### src/core/tpc_pkg.sv
// Shared constants for the tape test panel controller.
// Assumes a single 25 MHz clock and word-addressed Avalon-MM access.
package tpc_pkg;

    // ****************************************
    // Register map (word index)
    // ****************************************
    localparam int ADDR_W = 3;
    localparam logic [2:0] REG_GATE = 3'h0;
    localparam logic [2:0] REG_STAT = 3'h1;
    localparam logic [2:0] REG_IRQS = 3'h2;
    localparam logic [2:0] REG_IRQM = 3'h3;

    // ****************************************
    // Field positions and reset values
    // ****************************************
    localparam int GATE_RD_LSB = 0;
    localparam int GATE_WR_LSB = 8;
    localparam logic [7:0] GATE_RD_RST = 8'h10;
    localparam logic [7:0] GATE_WR_RST = 8'h10;
    localparam int IRQ_TEST = 0;
    localparam int IRQ_MARK = 1;
    localparam int IRQ_SKEW = 2;
    localparam int IRQ_N = 3;
    localparam logic [2:0] IRQM_RST = 3'h0;

    // ****************************************
    // Tape motion modes
    // ****************************************
    typedef enum logic [2:0] {
        MOT_STOP = 3'b000,
        MOT_FWD = 3'b001,
        MOT_REV = 3'b010,
        MOT_FFWD = 3'b011,
        MOT_FREV = 3'b100
    } tpc_motion_t;

endpackage

### src/core/tpc_panel.sv
// Test panel control: panel motion, indicators, gated interface, registers.
// Assumes buttons, markers and interface lines synchronous to clk_in.
`timescale 1ns/1ps
`default_nettype none
module tpc_panel #(
    parameter int SKEW_W = 8,
    parameter int IFI_W = 4,
    parameter int IFO_W = 3
) (
    input wire logic clk_in,
    input wire logic rst_n_in,
    input wire logic ce_in,
    input wire logic online_in,
    input wire logic test_btn_in,
    input wire logic wtest_btn_in,
    input wire logic stop_btn_in,
    input wire logic fwd_btn_in,
    input wire logic rev_btn_in,
    input wire logic ffwd_btn_in,
    input wire logic frev_btn_in,
    input wire logic at_bot_in,
    input wire logic at_eot_in,
    input wire logic rw_busy_in,
    input wire logic wr_mode_in,
    input wire logic [SKEW_W-1:0] skew_in,
    input wire logic sel_n_in,
    input wire logic [IFI_W-1:0] ifi_n_in,
    input wire logic [tpc_pkg::ADDR_W-1:0] avs_address,
    input wire logic avs_read,
    input wire logic avs_write,
    input wire logic [31:0] avs_writedata,
    output logic [31:0] avs_readdata,
    output logic avs_waitrequest,
    output logic test_led_out,
    output logic wtest_led_out,
    output logic lp_led_out,
    output logic eot_led_out,
    output logic data_led_out,
    output logic skew_led_out,
    output logic mot_fwd_out,
    output logic mot_rev_out,
    output logic mot_fast_out,
    output logic wr_ones_out,
    output logic [IFI_W-1:0] ifi_out,
    output logic [IFO_W-1:0] ifo_n_out,
    output logic irq_out
);
    // ****************************************
    // State
    // ****************************************
    tpc_pkg::tpc_motion_t motion_r;
    tpc_pkg::tpc_motion_t motion_nxt;
    logic test_r;
    logic test_nxt;
    logic wtest_r;
    logic wtest_nxt;
    logic panel_act;
    logic moving;
    logic skew_hi;
    logic if_en;
    logic [7:0] gate_rd_r;
    logic [7:0] gate_wr_r;
    logic [tpc_pkg::IRQ_N-1:0] irqs_r;
    logic [tpc_pkg::IRQ_N-1:0] irqs_nxt;
    logic [tpc_pkg::IRQ_N-1:0] irqm_r;
    logic [tpc_pkg::IRQ_N-1:0] ev;
    logic [tpc_pkg::IRQ_N-1:0] w1c;
    logic [31:0] rd_nxt;
    logic req;
    logic acc;

    // Panel usable only in test mode while off line
    assign panel_act = test_r && !online_in;
    assign moving = (motion_r != tpc_pkg::MOT_STOP);

    // ****************************************
    // Test mode and write test
    // ****************************************

    // Entry needs off line and no motion; going on line leaves it
    always_comb
    begin
        test_nxt = test_r;
        if (online_in)
            test_nxt = 1'b0;
        else if (test_btn_in && !moving)
            test_nxt = 1'b1;
        wtest_nxt = wtest_r;
        if (!test_nxt)
            wtest_nxt = 1'b0;
        else if (wtest_btn_in && !moving)
            wtest_nxt = 1'b1;
    end

    // Mode flags
    always_ff @(posedge clk_in or negedge rst_n_in)
    begin
        if (!rst_n_in)
        begin
            test_r <= 1'b0;
            wtest_r <= 1'b0;
        end
        else if (ce_in)
        begin
            test_r <= test_nxt;
            wtest_r <= wtest_nxt;
        end
    end

    assign test_led_out = test_r;
    assign wtest_led_out = wtest_r;

    // ****************************************
    // Tape motion
    // ****************************************

    // Stop wins, then one new selection, then marker ends
    always_comb
    begin
        motion_nxt = motion_r;
        if (!panel_act || stop_btn_in)
            motion_nxt = tpc_pkg::MOT_STOP;
        else if (fwd_btn_in)
            motion_nxt = tpc_pkg::MOT_FWD;
        else if (rev_btn_in)
            motion_nxt = tpc_pkg::MOT_REV;
        else if (ffwd_btn_in)
            motion_nxt = tpc_pkg::MOT_FFWD;
        else if (frev_btn_in)
            motion_nxt = tpc_pkg::MOT_FREV;
        else
        begin
            unique case (motion_r)
                tpc_pkg::MOT_STOP: motion_nxt = tpc_pkg::MOT_STOP;
                tpc_pkg::MOT_FWD: if (at_eot_in) motion_nxt = tpc_pkg::MOT_STOP;
                tpc_pkg::MOT_FFWD: if (at_eot_in) motion_nxt = tpc_pkg::MOT_STOP;
                tpc_pkg::MOT_REV: if (at_bot_in) motion_nxt = tpc_pkg::MOT_STOP;
                tpc_pkg::MOT_FREV: if (at_bot_in) motion_nxt = tpc_pkg::MOT_STOP;
                default: motion_nxt = tpc_pkg::MOT_STOP;
            endcase
        end
    end

    // Motion state and servo commands
    always_ff @(posedge clk_in or negedge rst_n_in)
    begin
        if (!rst_n_in)
        begin
            motion_r <= tpc_pkg::MOT_STOP;
            mot_fwd_out <= 1'b0;
            mot_rev_out <= 1'b0;
            mot_fast_out <= 1'b0;
            wr_ones_out <= 1'b0;
        end
        else if (ce_in)
        begin
            motion_r <= motion_nxt;
            mot_fwd_out <= (motion_nxt == tpc_pkg::MOT_FWD) || (motion_nxt == tpc_pkg::MOT_FFWD);
            mot_rev_out <= (motion_nxt == tpc_pkg::MOT_REV) || (motion_nxt == tpc_pkg::MOT_FREV);
            mot_fast_out <= (motion_nxt == tpc_pkg::MOT_FFWD) || (motion_nxt == tpc_pkg::MOT_FREV);
            wr_ones_out <= wtest_nxt && (motion_nxt == tpc_pkg::MOT_FWD);
        end
    end

    // ****************************************
    // Indicators
    // ****************************************

    // Gate picked by read or write mode
    assign skew_hi = skew_in > (wr_mode_in ? gate_wr_r : gate_rd_r);

    // Lamps follow their sources one cycle later
    always_ff @(posedge clk_in or negedge rst_n_in)
    begin
        if (!rst_n_in)
        begin
            lp_led_out <= 1'b0;
            eot_led_out <= 1'b0;
            data_led_out <= 1'b0;
            skew_led_out <= 1'b0;
        end
        else if (ce_in)
        begin
            lp_led_out <= at_bot_in;
            eot_led_out <= at_eot_in;
            data_led_out <= rw_busy_in;
            skew_led_out <= skew_hi;
        end
    end

    // ****************************************
    // Interface gating
    // ****************************************

    // Low is true, so an open line reads false
    assign if_en = online_in && !sel_n_in;

    // Inputs honoured and outputs driven only on line and selected
    always_ff @(posedge clk_in or negedge rst_n_in)
    begin
        if (!rst_n_in)
        begin
            ifi_out <= '0;
            ifo_n_out <= '1;
        end
        else if (ce_in)
        begin
            ifi_out <= if_en ? ~ifi_n_in : '0;
            ifo_n_out <= if_en ? ~{at_eot_in, at_bot_in, moving} : '1;
        end
    end

    // ****************************************
    // Avalon-MM slave
    // ****************************************

    // One wait cycle, then a single accept cycle
    assign req = avs_read || avs_write;
    assign acc = req && !avs_waitrequest;

    // Read mux; unmapped words read zero
    always_comb
    begin
        rd_nxt = 32'h0000_0000;
        unique case (avs_address)
            tpc_pkg::REG_GATE: rd_nxt = {16'h0000, gate_wr_r, gate_rd_r};
            tpc_pkg::REG_STAT: rd_nxt = {21'h000000, skew_led_out, if_en, online_in, at_eot_in,
                at_bot_in, wtest_r, test_r, 1'b0, motion_r};
            tpc_pkg::REG_IRQS: rd_nxt = {29'h00000000, irqs_r};
            tpc_pkg::REG_IRQM: rd_nxt = {29'h00000000, irqm_r};
            default: rd_nxt = 32'h0000_0000;
        endcase
    end

    // Handshake and read data
    always_ff @(posedge clk_in or negedge rst_n_in)
    begin
        if (!rst_n_in)
        begin
            avs_waitrequest <= 1'b1;
            avs_readdata <= 32'h0000_0000;
        end
        else if (ce_in)
        begin
            avs_waitrequest <= !(req && avs_waitrequest);
            if (avs_read && avs_waitrequest)
                avs_readdata <= rd_nxt;
        end
    end

    // Writable settings
    always_ff @(posedge clk_in or negedge rst_n_in)
    begin
        if (!rst_n_in)
        begin
            gate_rd_r <= tpc_pkg::GATE_RD_RST;
            gate_wr_r <= tpc_pkg::GATE_WR_RST;
            irqm_r <= tpc_pkg::IRQM_RST;
        end
        else if (ce_in && acc && avs_write)
        begin
            if (avs_address == tpc_pkg::REG_GATE)
            begin
                gate_rd_r <= avs_writedata[tpc_pkg::GATE_RD_LSB +: 8];
                gate_wr_r <= avs_writedata[tpc_pkg::GATE_WR_LSB +: 8];
            end
            if (avs_address == tpc_pkg::REG_IRQM)
                irqm_r <= avs_writedata[tpc_pkg::IRQ_N-1:0];
        end
    end

    // ****************************************
    // Interrupts
    // ****************************************

    // Events: test mode entry, marker stop, skew lamp rising
    always_comb
    begin
        ev = '0;
        ev[tpc_pkg::IRQ_TEST] = test_nxt && !test_r;
        ev[tpc_pkg::IRQ_MARK] = moving && panel_act && !stop_btn_in
            && (motion_nxt == tpc_pkg::MOT_STOP);
        ev[tpc_pkg::IRQ_SKEW] = skew_hi && !skew_led_out;
        w1c = (acc && avs_write && avs_address == tpc_pkg::REG_IRQS) ?
            avs_writedata[tpc_pkg::IRQ_N-1:0] : '0;
        irqs_nxt = (irqs_r & ~w1c) | ev; // Set beats clear
    end

    // Sticky status and level interrupt
    always_ff @(posedge clk_in or negedge rst_n_in)
    begin
        if (!rst_n_in)
        begin
            irqs_r <= '0;
            irq_out <= 1'b0;
        end
        else if (ce_in)
        begin
            irqs_r <= irqs_nxt;
            irq_out <= |(irqs_nxt & irqm_r);
        end
    end

    // ****************************************
    // Assertions
    // ****************************************

    AST_TEST_ENTRY: assert property (@(posedge clk_in) disable iff (!rst_n_in)
        $rose(test_r) |-> $past(!online_in && motion_r == tpc_pkg::MOT_STOP))
        else $error("test mode entered while on line or moving");

    AST_TEST_LED_OFF: assert property (@(posedge clk_in) disable iff (!rst_n_in)
        (ce_in && online_in) |=> !test_led_out)
        else $error("test lamp lit while on line");

    AST_WRITE_ONES: assert property (@(posedge clk_in) disable iff (!rst_n_in)
        wr_ones_out |-> (wtest_led_out && mot_fwd_out && !mot_fast_out))
        else $error("ones written outside forward run write test");

    AST_STOP: assert property (@(posedge clk_in) disable iff (!rst_n_in)
        (ce_in && stop_btn_in) |=> (!mot_fwd_out && !mot_rev_out && motion_r == tpc_pkg::MOT_STOP))
        else $error("motion continued after stop");

    AST_FWD_EOT: assert property (@(posedge clk_in) disable iff (!rst_n_in)
        (ce_in && at_eot_in && !fwd_btn_in && !ffwd_btn_in && mot_fwd_out) |=> !mot_fwd_out)
        else $error("forward motion past end marker");

    AST_REV_BOT: assert property (@(posedge clk_in) disable iff (!rst_n_in)
        (ce_in && at_bot_in && !rev_btn_in && !frev_btn_in && mot_rev_out) |=> !mot_rev_out)
        else $error("reverse motion past load point");

    AST_FAST_REV: assert property (@(posedge clk_in) disable iff (!rst_n_in)
        (motion_r == tpc_pkg::MOT_FREV) |-> (mot_rev_out && mot_fast_out && !mot_fwd_out))
        else $error("fast reverse not at rewind rate");

    AST_LOAD_LED: assert property (@(posedge clk_in) disable iff (!rst_n_in)
        (ce_in && rst_n_in) |=> (lp_led_out == $past(at_bot_in)) && (eot_led_out == $past(at_eot_in)))
        else $error("marker lamps wrong");

    AST_SKEW_LED: assert property (@(posedge clk_in) disable iff (!rst_n_in)
        (ce_in && !wr_mode_in && skew_in > gate_rd_r) |=> skew_led_out)
        else $error("skew lamp not lit over read gate");

    AST_IF_OFF: assert property (@(posedge clk_in) disable iff (!rst_n_in)
        (ce_in && !(online_in && !sel_n_in)) |=> ((&ifo_n_out) && ifi_out == '0))
        else $error("interface active while off line or deselected");

    AST_BUS_ACK: assert property (@(posedge clk_in) disable iff (!rst_n_in)
        (ce_in && req && avs_waitrequest) |=> !avs_waitrequest)
        else $error("waitrequest not released after one cycle");

endmodule
`default_nettype wire

### config.mk
export PLATFORM = sky130hd
export DESIGN_NAME = tpc_panel
export DESIGN_NICKNAME = d
export VERILOG_FILES = /design/src/core/tpc_pkg.sv /design/src/core/tpc_panel.sv
export SDC_FILE = /design/constraint.sdc
export NUM_CORES = 1
export LEC_CHECK = 0
export BUFFER_PORTS_ARGS = -buffer_cell sky130_fd_sc_hd__buf_2
export CAP_MARGIN = 5
export CORE_MARGIN = 1
export CORE_UTILIZATION = 36
export CTS_CLUSTER_SIZE = 8
export DETAILED_ROUTE_END_ITERATION = 10
export PLACE_DENSITY_LB_ADDON = 0.08
export SLEW_MARGIN = 20
export SYNTH_ARGS = -nofsm -noshare
export SYNTH_HDL_FRONTEND = slang
export SYNTH_SLANG_ARGS = --single-unit
### constraint.sdc
create_clock -name clk_in -period 2.2 [get_ports clk_in]
set_clock_uncertainty 0.15 [all_clocks]
set_input_delay 0.44 -clock clk_in [delete_from_list [all_inputs] [get_ports clk_in]]
set_output_delay 0.44 -clock clk_in [all_outputs]
set_load 0.005 [all_outputs]
### Word level (Yosys, flattened, before mapping)

Index checks and enable logic that the tools add are counted.

* output and inout bits: 51
* register bits: 76

* eq/ne operators: 11
* reductions and logical operators: 40
* multiplexer cells: 17
* bitwise logic cells: 6
* $lt $le $gt $ge: 1

Operators with widths (count)
* $pmux 16 s4: 1
* $mux 3: 9
* $eq 3x2->1 const B: 6
* $logic_and 1x1->1: 17
* $eq 3x1->1 const B: 3
* $logic_not 1->1: 9
* $gt 8x8->1: 1
* $mux 8: 1
* $and 3x3->3: 2
* $eq 3x3->1 const B: 2
* $logic_not 3->1: 2
* $not 3->3: 2
* $pmux 3 s2: 1
* $reduce_and 2->1: 3
* $logic_or 1x1->1: 5
* $mux 1: 4
* $mux 4: 1
* $not 4->4: 1
* $reduce_or 2->1: 2
* $or 3x3->3: 1
* $reduce_bool 3->1: 1
* $reduce_or 3->1: 1

### Longest topological paths before layout

Gate-level depths: netlist (run 1).

* depth in word-level cells: 13
* mapped depth: 8

### Worst setup path after synthesis (run 1)

Ideal clock, no wire load.

* path kind: input-to-reg
* start: input port wr_mode_in
* end: register irq_out
* library setup time: 0.140 ns
* required time: 1.910 ns
* path slack: -0.204 ns
* arrival time: 2.115 ns
* cell stages on the path: 8
* cells stage by stage: clkbuf_1 mux2_2 ha_1 nand4_1 o211a_1 a32o_1 a21oi_1 a31oi_1

* cells in the longest elaborated chain, start to end: 6

RTL lines
* start: declaration: line tpc_panel.sv:24 `input wire logic wr_mode_in,`
* $mux 8: line tpc_panel.sv:170 `assign skew_hi = skew_in > (wr_mode_in ? gate_wr_r : gate_rd_r);`
* $gt 8x8->1: line tpc_panel.sv:170
* $logic_and 1x1->1: line tpc_panel.sv:283 `ev[tpc_pkg::IRQ_SKEW] = skew_hi && !skew_led_out;`
* $or 3x3->3: line tpc_panel.sv:286 `irqs_nxt = (irqs_r & ~w1c) | ev;`
* $and 3x3->3: line tpc_panel.sv:300 `irq_out <= |(irqs_nxt & irqm_r);`
* $reduce_or 3->1: line tpc_panel.sv:300
* end signal: assignment: line tpc_panel.sv:300
* end: declaration: line tpc_panel.sv:46 `output logic irq_out`

No other way between the ends.
A chain may end at the register's enable or synchronous reset.

### Worst setup path in the final report (run 1)

* start: register gate_wr_r[0]
* end: register irq_out

* cells in the longest elaborated chain, start to end: 6

RTL lines
* start: declaration: line tpc_panel.sv:62 `logic [7:0] gate_wr_r;`
* start signal: assignment: line tpc_panel.sv:257 `gate_wr_r <= tpc_pkg::GATE_WR_RST;`
* start signal: assignment: line tpc_panel.sv:265 `gate_wr_r <= avs_writedata[tpc_pkg::GATE_WR_LSB +: 8];`
* $mux 8: line tpc_panel.sv:170
* $gt 8x8->1: line tpc_panel.sv:170
* $logic_and 1x1->1: line tpc_panel.sv:283
* $or 3x3->3: line tpc_panel.sv:286
* $and 3x3->3: line tpc_panel.sv:300
* $reduce_or 3->1: line tpc_panel.sv:300

No other way between the ends.

==> flow_summary.toml, run 1 <==
[critical_path]
endpoint_kind = "flop"
cp.required_ps = 2250
cp_num_buf_inv = 0
cp_top_family = "compound AO/OA/AOI/OAI gates"
crit_path_max_fanout = 3
slowest_delay_ps = 410
cp.arrival_ps = 2120
crit_type = "reg -> reg"
crit_slowest_cell = "dfrtp_1"
path_cells = "mux2_2 > ha_1 > nand4_1 > o211a_1 > a32o_1 > a21oi_1 > a31oi_1"
worst_setup_path_start_kind = "flop"

[sta]
fmax_mhz = 483
period_share_pct = 94.2
rsz0062_at_grt = "no"
setup_viol = 0
maxSlewViolCount = 0
hold_viol = 0
post-route-min-period_ps = 2070

[finish]
fin_cells = 475
fillers = 802
nNetsFinal = 438
syn2layout_area_growth_pct = 24.9
multi_input_comb_area_um2 = 1400
final_cell_mix = "buf_2 (83), dfrtp_1 (54), mux2_2 (25), nand2_1 (17), buf_4 (17)"
final_layout_size_suffix_gt1_share_pct = 43.5
layout_commonest_cell = "buf_2"
fin_util_pct = 46.6
antenna_cells = 0
regArea_um2 = 1510

[route]
wl_mm = 7.47
avgViaCountPerCell = 4.92
remaining_drc_errors = 0
ant_nets = 0
via_count = 2339
dr.pass1.iters = 4
wire_per_inst_um = 15.7
drtIter0Drc = 111

[floorplanning]
fp-row-count = 33
dieArea_um2 = 8880
io_pins = 116
die_y_um = 94.2
start_util_pct = 37.3
core_um2 = 8220
die_w_um = 94.2

[pwr]
p_clk_share_pct = 30.9
power_density_nw_per_um2 = 751
max-vdd-ir-drop_uv = 319
p_int_mw = 2.02
p_leak_nw = 1.89
p_comb_share_pct = 20.8
switching_power_uw = 854
seqPwrFrac_pct = 48.3
p_sw_share_pct = 29.7

[synth]
synth_seq_cells = 60
synth_largest_area_cell = "dfrtp_1"
yosysUniqueCellTypes = 49
synth_area_leaders = "dfrtp_1 (44%), mux2_2 (9.2%), mux2i_1 (5.2%), dfstp_2 (5.1%), buf_4 (3.9%)"
yosys_warnings = 0
postSynthAreaPerCell_um2 = 11.6
yosysSeqAreaShare_pct = 49.3
yosysTopAreaCellShare_pct = 44.1
synth_area_um2 = 3060
postSynthCellCount = 263

[clock_tree]
numCtsBuffers = 9
cts.sinks = 60
clk_pin_slew_worst_paths_ps = 70
clkLatencyLatePin_ps = 340
cts.root.buffer_cell = "clkbuf_8"
cts_tree = "built"
cts-htree-levels = 3
cts_resized = 0
clock_path_buffers = 2
cts_hold_repair.buffers = 1
cts_setup_buffers = 0

[placement]
hpwl_mm = 5.68
placedCellCount = 458
io_buffers = 83
gp_congestion = 0.737

[global_routing]
grt_pass1_wl_mm = 12.1
grt_util_all_layers_pct = 18.4
antenna_found_initial = 0
grt_overflow = 0
grt_pass1_vias = 2332
grt_max_degree = 61

[outcome]
status = "complete, no violations"

[worst_hold_path]
hold_path_class = "in -> reg"

[run]
maxCapViolations = 0
-- final timing paths --
path	slack, ps	cells past startpoint	to	start
max in group asynchronous	1100	3	gate_wr_r[4]$_DFFE_PN1P_	rst_n_in
hold reg to reg	330	2	avs_readdata[6]$_DFFE_PN0P_	avs_readdata[6]$_DFFE_PN0P_
hold / removal	140	2	ifi_out[3]$_DFFE_PN0P_	ifi_n_in[3]
min in group asynchronous	490	3	mot_fwd_out$_DFFE_PN0P_	rst_n_in
setup / recovery	130	7	irq_out$_DFFE_PN0P_	gate_wr_r[0]$_DFFE_PN0P_
setup reg to reg	130	7	irq_out$_DFFE_PN0P_	gate_wr_r[0]$_DFFE_PN0P_
-- cells in the mapped netlist (all sizes together) --
library cell / instances
o211ai: 2
a22o: 12
ha: 8
and4: 1
nor2: 14
and2: 1
nand4: 2
a2111oi: 2
dfrtp: 54
a31oi: 5
mux2i: 16
or3: 1
o21ba: 1
a21oi: 14
nor4: 1
inv: 8
buf: 20
clkbuf: 6
a32o: 1
o31ai: 5
nand4bb: 1
o21ai: 13
mux4: 3
nor3: 3
or4: 1
or4b: 2
nand2b: 1
nand2: 17
or2b: 2
o22ai: 1
o211a: 1
nor2b: 3
mux2: 25
a311oi: 1
dfstp: 6
nor3b: 2
nand3: 5
conb: 1
o21a: 1
-- worst reg2reg max path, stage by stage, from the launching register on --
cell     delay (ps)
dfrtp_1         410
mux2_2          280
ha_1            270
nand4_1         120
o211a_1         240
a32o_1          200
a21oi_1         160
a31oi_1         110
-- registers in the layout, indices dropped and copies added (netlist names), 3 cells and up --
register and count:
ifo_n_out 3, avs_readdata 16, irqm_r 3, gate_wr_r 8, ifi_out 4, irqs_r 3, motion_r 3, gate_rd_r 8
-- power groups by stage --
stage / sequential, mW / combinational, mW / clock (mW)
after floorplan: 1.38 / 0.370 / 0
after global placement: 1.41 / 0.598 / 0
after detailed placement: 1.41 / 0.607 / 0
after CTS: 1.39 / 0.611 / 0.917
after global routing: 1.41 / 0.686 / 0.957
final: 1.39 / 0.599 / 0.887
-- metal layers --
metal,up-vias,share of wire [%],track usage (%),wire [um]
li1,1136,-,-,-
met1,1117,47,25.6,3480
met2,75,47,28.0,3470
met3,11,5.1,3.24,380
met4,0,1.7,7.95,129
met5,-,0,0,0
-- cells by family (layout without fill, tap and decap cells) --
kind of cell	after synthesis	count (layout)	share of synthesized area (%)
flops	60	60	49.3
buf+inv	34	126	6.70
other cells	1	16	0.122
mux	44	44	16.8
compound gates	59	59	13.6
simple gates	57	57	10.3
fa+ha+maj	8	8	3.27
-- final cells by class --
type                    count  share of cell area (%)
flip-flops and latches     60                    39.5
repair buffers            102                    15.0
inverters                   8                   0.785
multi-input cells         184                    36.7
clock inverters             6                    1.05
clock buffers              10                    3.60
well taps                 105                    3.43
-- per-stage QoR --
stage / hold slack, ps / power [mW] / TNS (ps) / worst slack [ps] / instance area [um2]
4_1_cts: 122 / 2.92 / 0 / 114 / 3820
3_5_place_dp: 315 / 2.02 / -226 / -202 / 3640
6_report: 136 / 2.87 / 0 / 128 / 3820
5_1_grt: 139 / 3.05 / 0 / 7.35 / 3820
3_3_place_gp: 311 / 2.01 / -193 / -171 / 3640
2_1_floorplan: -5.59 / 1.75 / 0 / 48.3 / 3130
No activity file was read; power rests on OpenSTA's default activity.
==> inputs of run 2 (changes only) <==
--- a/config.mk
+++ b/config.mk
@@ -5,6 +5,7 @@
 export SDC_FILE = /design/constraint.sdc
 export NUM_CORES = 1
 export LEC_CHECK = 0
+export ABC_AREA = 1
 export BUFFER_PORTS_ARGS = -buffer_cell sky130_fd_sc_hd__buf_2
 export CAP_MARGIN = 5
 export CORE_MARGIN = 1
==> run 2 against run 1 <==
Hold slack lost 6.4 ps. Highest routed layer unchanged. Flip-flop and latch count is the same. Register-to-register slack improved by 50 ps. Maximum frequency rose by 2.5%. Clock-buffer cell count is 1 higher. Utilization down 0.70 points. Cell count rose by 23%. Non-clock buffer count is 13 lower. Critical endpoint unchanged. Synthesized cell count up 46%. Largest cell class unchanged.
==> flow_summary.toml, run 2 <==
[outcome]
status = "complete, no violations"

[pwr]
max-vdd-ir-drop_uv = 353
power_density_nw_per_um2 = 811
power_mw = 3.06
p_leak_nw = 2.07

[floorplanning]
fp-row-count = 33
core_um2 = 8220
die_y_um = 94.3
io_pins = 116
die_w_um = 94.3
start_util_pct = 37.3
dieArea_um2 = 8880

[run]
maxCapViolations = 0

[clock_tree]
clk_pin_slew_worst_paths_ps = 70
cts.sinks = 60
clock_path_buffers = 2
cts.root.buffer_cell = "clkbuf_8"
cts-htree-levels = 3
clkLatencyLatePin_ps = 340
cts_tree = "built"
cts_setup_buffers = 0
numCtsBuffers = 9

[finish]
largest_reg_flops = 16
final_layout_size_suffix_gt1_share_pct = 26.6
largest_register = "avs_readdata"
syn2layout_area_growth_pct = 22.9
nNetsFinal = 545
fin_cells = 582
final_cell_mix = "nand2_1 (112), buf_2 (83), dfrtp_1 (54), inv_1 (37), nor2_1 (35)"
layout_commonest_cell = "nand2_1"
antenna_cells = 0
reg_top3 = "avs_readdata: 16 flops, gate_rd_r: 8 flops, gate_wr_r: 8 flops"

[route]
via_count = 2682
ant_nets = 0
remaining_drc_errors = 0
avgViaCountPerCell = 4.61
drtIter0Drc = 125
dr.pass1.iters = 4
wire_per_inst_um = 13.2
wl_mm = 7.67

[sta]
maxSlewViolCount = 0
setup_viol = 0
period_share_pct = 91.9
fmax_mhz = 495
holdWs_ps = 130
hold_viol = 0
rsz0062_at_grt = "no"
setup_slack_ps = 178
fin_tns_setup_ps = 0
post-route-min-period_ps = 2020

[placement]
placedCellCount = 565
gp_congestion = 0.878
io_buffers = 83
post-place-ws_ps = 40.2
hpwl_mm = 5.72

[critical_path]
crit_path_max_fanout = 3
crit_type = "reg -> reg"
cp.required_ps = 2270
rr_worst_depth = 11
cp.arrival_ps = 2090
rrSetupSlack_ps = 180
worst_setup_path_start_kind = "flop"
endpoint_kind = "flop"
r2r_start = "gate_wr_r[4]$_DFFE_PN1P_"
r2r-end = "irq_out$_DFFE_PN0P_"

[synth]
postSynthAreaPerCell_um2 = 8.00
yosysUniqueCellTypes = 31
synth_edf_count = 0
synth_area_um2 = 3060
ys.flop_type = "dfrtp_1"
async_reset_ff_share_pct = 100
ys_top_cells_by_count = "nand2_1 (112), dfrtp_1 (54), inv_1 (37)"
synth_largest_area_cell = "dfrtp_1"
yosysTopAreaCellShare_pct = 44.1
postSynthCellCount = 383
synth.most_common_cell = "nand2_1"
synth_area_leaders = "dfrtp_1 (44%), nand2_1 (14%), dfstp_2 (5.1%), inv_1 (4.5%), buf_4 (4.4%)"
synth_seq_cells = 60
yosysSeqAreaShare_pct = 49.2
yosys_warnings = 0

[global_routing]
grt_overflow = 0
grt_max_degree = 61
grt_pass1_vias = 2552
grt_util_all_layers_pct = 18.5
antenna_found_initial = 0
grt_pass1_wl_mm = 12.2

[worst_hold_path]
min_from = "ifi_n_in[1]"
worstHoldEndpoint = "ifi_out[1]$_DFFE_PN0P_"
whs_path_depth = 2
hold_path_class = "in -> reg"
[run 2: changes by cell type after synthesis, sizes merged, moves of 10 or more]
cell and delta:
a21oi +10, a22o -12, inv +37, mux2 -25, mux2i -16, nand2 +98
nor2 +23, o21ai +21
[run 2: how the worst max path moves through the flow]
stage / from / endpoint / slack (ps) / cells past startpoint
finish: gate_wr_r[4]$_DFFE_PN1P_ / irq_out$_DFFE_PN0P_ / 180 / 11
global route: gate_wr_r[4]$_DFFE_PN1P_ / irq_out$_DFFE_PN0P_ / 10 / 11
CTS: gate_wr_r[4]$_DFFE_PN1P_ / irq_out$_DFFE_PN0P_ / 200 / 11
detailed placement: wr_mode_in / irq_out$_DFFE_PN0P_ / 40 / 13
global placement: wr_mode_in / irq_out$_DFFE_PN0P_ / 50 / 10
floorplan: wr_mode_in / irq_out$_DFFE_PN0P_ / 260 / 10
[run 2: final cells by class]
cell class / count / area, um2
multi-input cells: 266 / 1260
inverters: 46 / 173
well taps: 105 / 131
fillers: 893 / 4450
clock inverters: 5 / 75.1
flip-flops and latches: 60 / 1510
clock buffers: 11 / 141
repair buffers: 89 / 475
[run 2: where the power goes]
part | switching (mW) | leakage (nW) | total [mW] | internal, mW
logic | 0.353 | 1.22 | 0.593 | 0.240
registers | 0.0886 | 0.732 | 1.37 | 1.28
clock network | 0.434 | 0.113 | 1.10 | 0.663
total | 0.875 | 2.07 | 3.06 | 2.18
[run 2: cells by family after synthesis]
| kind of cell | Yosys count | share of synthesized area (%) |
|---|---|---|
| AND/OR/NAND/NOR | 168 | 22.6 |
| other | 1 | 0.122 |
| buffers and inverters | 72 | 11.6 |
| adder cells (fa/ha/maj) | 8 | 3.27 |
| AO/OA/AOI/OAI | 74 | 13.2 |
| flip-flops | 60 | 49.2 |
[run 2: per-stage QoR]
stage                     util, %  instance area (um2)
after detailed placement     43.0                 3540
after global routing         45.9                 3770
after floorplan                 -                 3120
after CTS                    45.8                 3760
after global placement       43.0                 3540
final                        45.9                 3770
[run 2: critical path, stage by stage, from the launching register on]
cell,delay (ps)
dfstp_2,510
inv_1,60
nand2_1,50
o21ai_0,110
ha_1,300
nand2_1,50
nor2_1,140
nand4_1,150
nand3_2,120
nand2_1,80
a21oi_2,120
a21oi_1,70
[run 2: routing by layer]
metal | global-route usage [%] | up-vias | part of all wire, %
met5 | 0 | - | 0
met4 | 9.23 | 0 | 2.1
met3 | 3.40 | 12 | 3.9
met2 | 27.7 | 69 | 45
met1 | 25.6 | 1232 | 49
li1 | - | 1369 | -
[run 2: timing repair]
action / in CTS / in global routing
hold endpoints to repair: 54 / 0
endpoints found under the setup margin: 0 / 1
gates resized for setup: 0 / 1
hold buffers: 1 / 0
==> inputs of run 3 (changes only) <==
==> constraint.sdc (replaced) <==
create_clock -name clk_in -period 1.7 [get_ports clk_in]
set_clock_uncertainty 0.15 [all_clocks]
set_input_delay 0.34 -clock clk_in [delete_from_list [all_inputs] [get_ports clk_in]]
set_output_delay 0.34 -clock clk_in [all_outputs]
set_load 0.005 [all_outputs]
==> run 3 against run 2 <==
The flow now finishes with violations (setup timing). Utilization is 2.3 points higher. Sequential share of layout area is 1.9 points lower. Critical path depth stayed put. Clock-buffer cell count is 1 higher. Register-to-register slack worse by 370 ps. Hold slack worse by 120 ps. Via count is 3.1% higher. Cell count is 3.1% higher. Final area is 5.0% higher. Highest routed layer unchanged.
==> flow_summary.toml, run 3 (synthesized netlist as in run 2, its figures left out) <==
[critical_path]
slowest_delay_ps = 530
path_cells = "inv_2 > nand2_2 > o21ai_2 > ha_1 > nand2_1 > nor2_2 > nand4_1 > nand3_2 > nand2_2 > a21oi_2 > a21oi_2"
cp_num_buf_inv = 1
cp.arrival_ps = 1970
cp.required_ps = 1780
crit_slowest_cell = "dfstp_2"
crit_type = "reg -> reg"
crit_path_max_fanout = 2
endpoint_kind = "flop"
worst_setup_path_start_kind = "flop"
cp_top_family = "flip-flops"

[route]
wire_per_inst_um = 13.1
via_count = 2764
drtIter0Drc = 111
remaining_drc_errors = 0
wl_mm = 7.88
ant_nets = 0
avgViaCountPerCell = 4.61
dr.pass1.iters = 4

[global_routing]
grt_util_all_layers_pct = 18.8
grt.met1_usage_pct = 27.3
grt_pass1_wl_mm = 12.3
met2_usage_pct = 26.8
busiest_layer = "met1"
use_met3_pct = 3.16
grt_pass1_vias = 2538
antenna_found_initial = 0
grt_overflow = 0
grt_max_degree = 61

[finish]
multi_input_comb_area_um2 = 1290
syn2layout_area_growth_pct = 29.1
reg_top3 = "avs_readdata: 16 flops, gate_rd_r: 8 flops, gate_wr_r: 8 flops"
regArea_um2 = 1510
fin_util_pct = 48.1
largest_reg_flops = 16
final_layout_size_suffix_gt1_share_pct = 31.5
layout_commonest_cell = "nand2_1"
antenna_cells = 0
nNetsFinal = 563
largest_register = "avs_readdata"
final_cell_mix = "nand2_1 (109), buf_2 (83), dfrtp_1 (54), inv_1 (35), nor2_1 (32)"
fillers = 857

[worst_hold_path]
hold_path_class = "in -> reg"

[sta]
maxSlewViolCount = 0
rsz0062_at_grt = "yes"
post-route-min-period_ps = 1890
setup_slack_ps = -192
period_share_pct = 111
hold_viol = 0
fmax_mhz = 529
setup_viol = 3
fin_tns_setup_ps = -443

[clock_tree]
cts.sinks = 60
cts.root.buffer_cell = "clkbuf_8"
cts_tree = "built"
clkLatencyLatePin_ps = 350
clock_path_buffers = 2
numCtsBuffers = 9
clk_pin_slew_worst_paths_ps = 70
cts-htree-levels = 3

[placement]
io_buffers = 83
hpwl_mm = 5.87
gp_congestion = 0.823

[pwr]
max-vdd-ir-drop_uv = 587
power_mw = 4.19
p_leak_nw = 2.17
power_density_nw_per_um2 = 1060

[run]
maxCapViolations = 0

[outcome]
violations = "setup timing"
status = "finished with violations"

[floorplanning]
io_pins = 116
dieArea_um2 = 8880
die_w_um = 94.3
fp-row-count = 33
core_um2 = 8220
start_util_pct = 37.3
die_y_um = 94.3
## run 3: path summary, 6_finish.rpt
check / slack [ps] / startpoint / endpoint / depth (start not counted)
max in group asynchronous: 700 / rst_n_in / avs_waitrequest$_DFFE_PN1P_ / 3
min: 10 / at_eot_in / ifo_n_out[2]$_DFFE_PN1P_ / 2
min reg2reg: 320 / avs_readdata[7]$_DFFE_PN0P_ / avs_readdata[7]$_DFFE_PN0P_ / 2
min in group asynchronous: 380 / rst_n_in / ifi_out[2]$_DFFE_PN0P_ / 3
max reg2reg: -190 / gate_wr_r[4]$_DFFE_PN1P_ / irq_out$_DFFE_PN0P_ / 11
max: -190 / gate_wr_r[4]$_DFFE_PN1P_ / irq_out$_DFFE_PN0P_ / 11
## run 3: layout make-up
cell class	instances	area share, %
Sequential cell	60	38.2
Clock inverter	4	1.77
Timing Repair Buffer	106	15.6
Inverter	46	4.37
Clock buffer	12	4.18
Multi-Input combinational cell	267	32.6
Tap cell	105	3.32
## run 3: metrics by stage
stage               worst slack, ps  std cells  hold slack, ps  area [um2]
floorplan                     -62.1        398            -106        3120
global placement               -266        580             229        3660
detailed placement             -323        580             230        3660
CTS                            -272        598           0.681        3930
global route                   -283        600            14.0        3960
finish                         -192        600            13.9        3960
## run 3: where the power goes
| part | total, mW | switching, mW | internal, mW | leakage, nW |
|---|---|---|---|---|
| Sequential | 1.77 | 0.119 | 1.65 | 0.732 |
| Clock | 1.52 | 0.579 | 0.940 | 0.122 |
| Combinational | 0.898 | 0.494 | 0.405 | 1.31 |
## run 3: metal layers
metal | up-vias | wire length (um)
met2 | 80 | 3430
met4 | 0 | 162
met1 | 1259 | 3930
li1 | 1410 | -
met5 | - | 0
met3 | 15 | 361
## run 3: worst reg2reg max path: stages, from the launching register on
cell,delay (ps)
dfstp_2,530
inv_2,40
nand2_2,50
o21ai_2,50
ha_1,270
nand2_1,60
nor2_2,100
nand4_1,130
nand3_2,130
nand2_2,50
a21oi_2,140
a21oi_2,70
## run 3: repair_timing
item | CTS | global route
setup buffers | 1 | 1
hold endpoints to repair | 54 | 0
gates resized for setup | 8 | 5
setup endpoints to repair | 3 | 9
gates cloned | 0 | 1
pin swaps | 9 | 8
hold buffers | 1 | 0
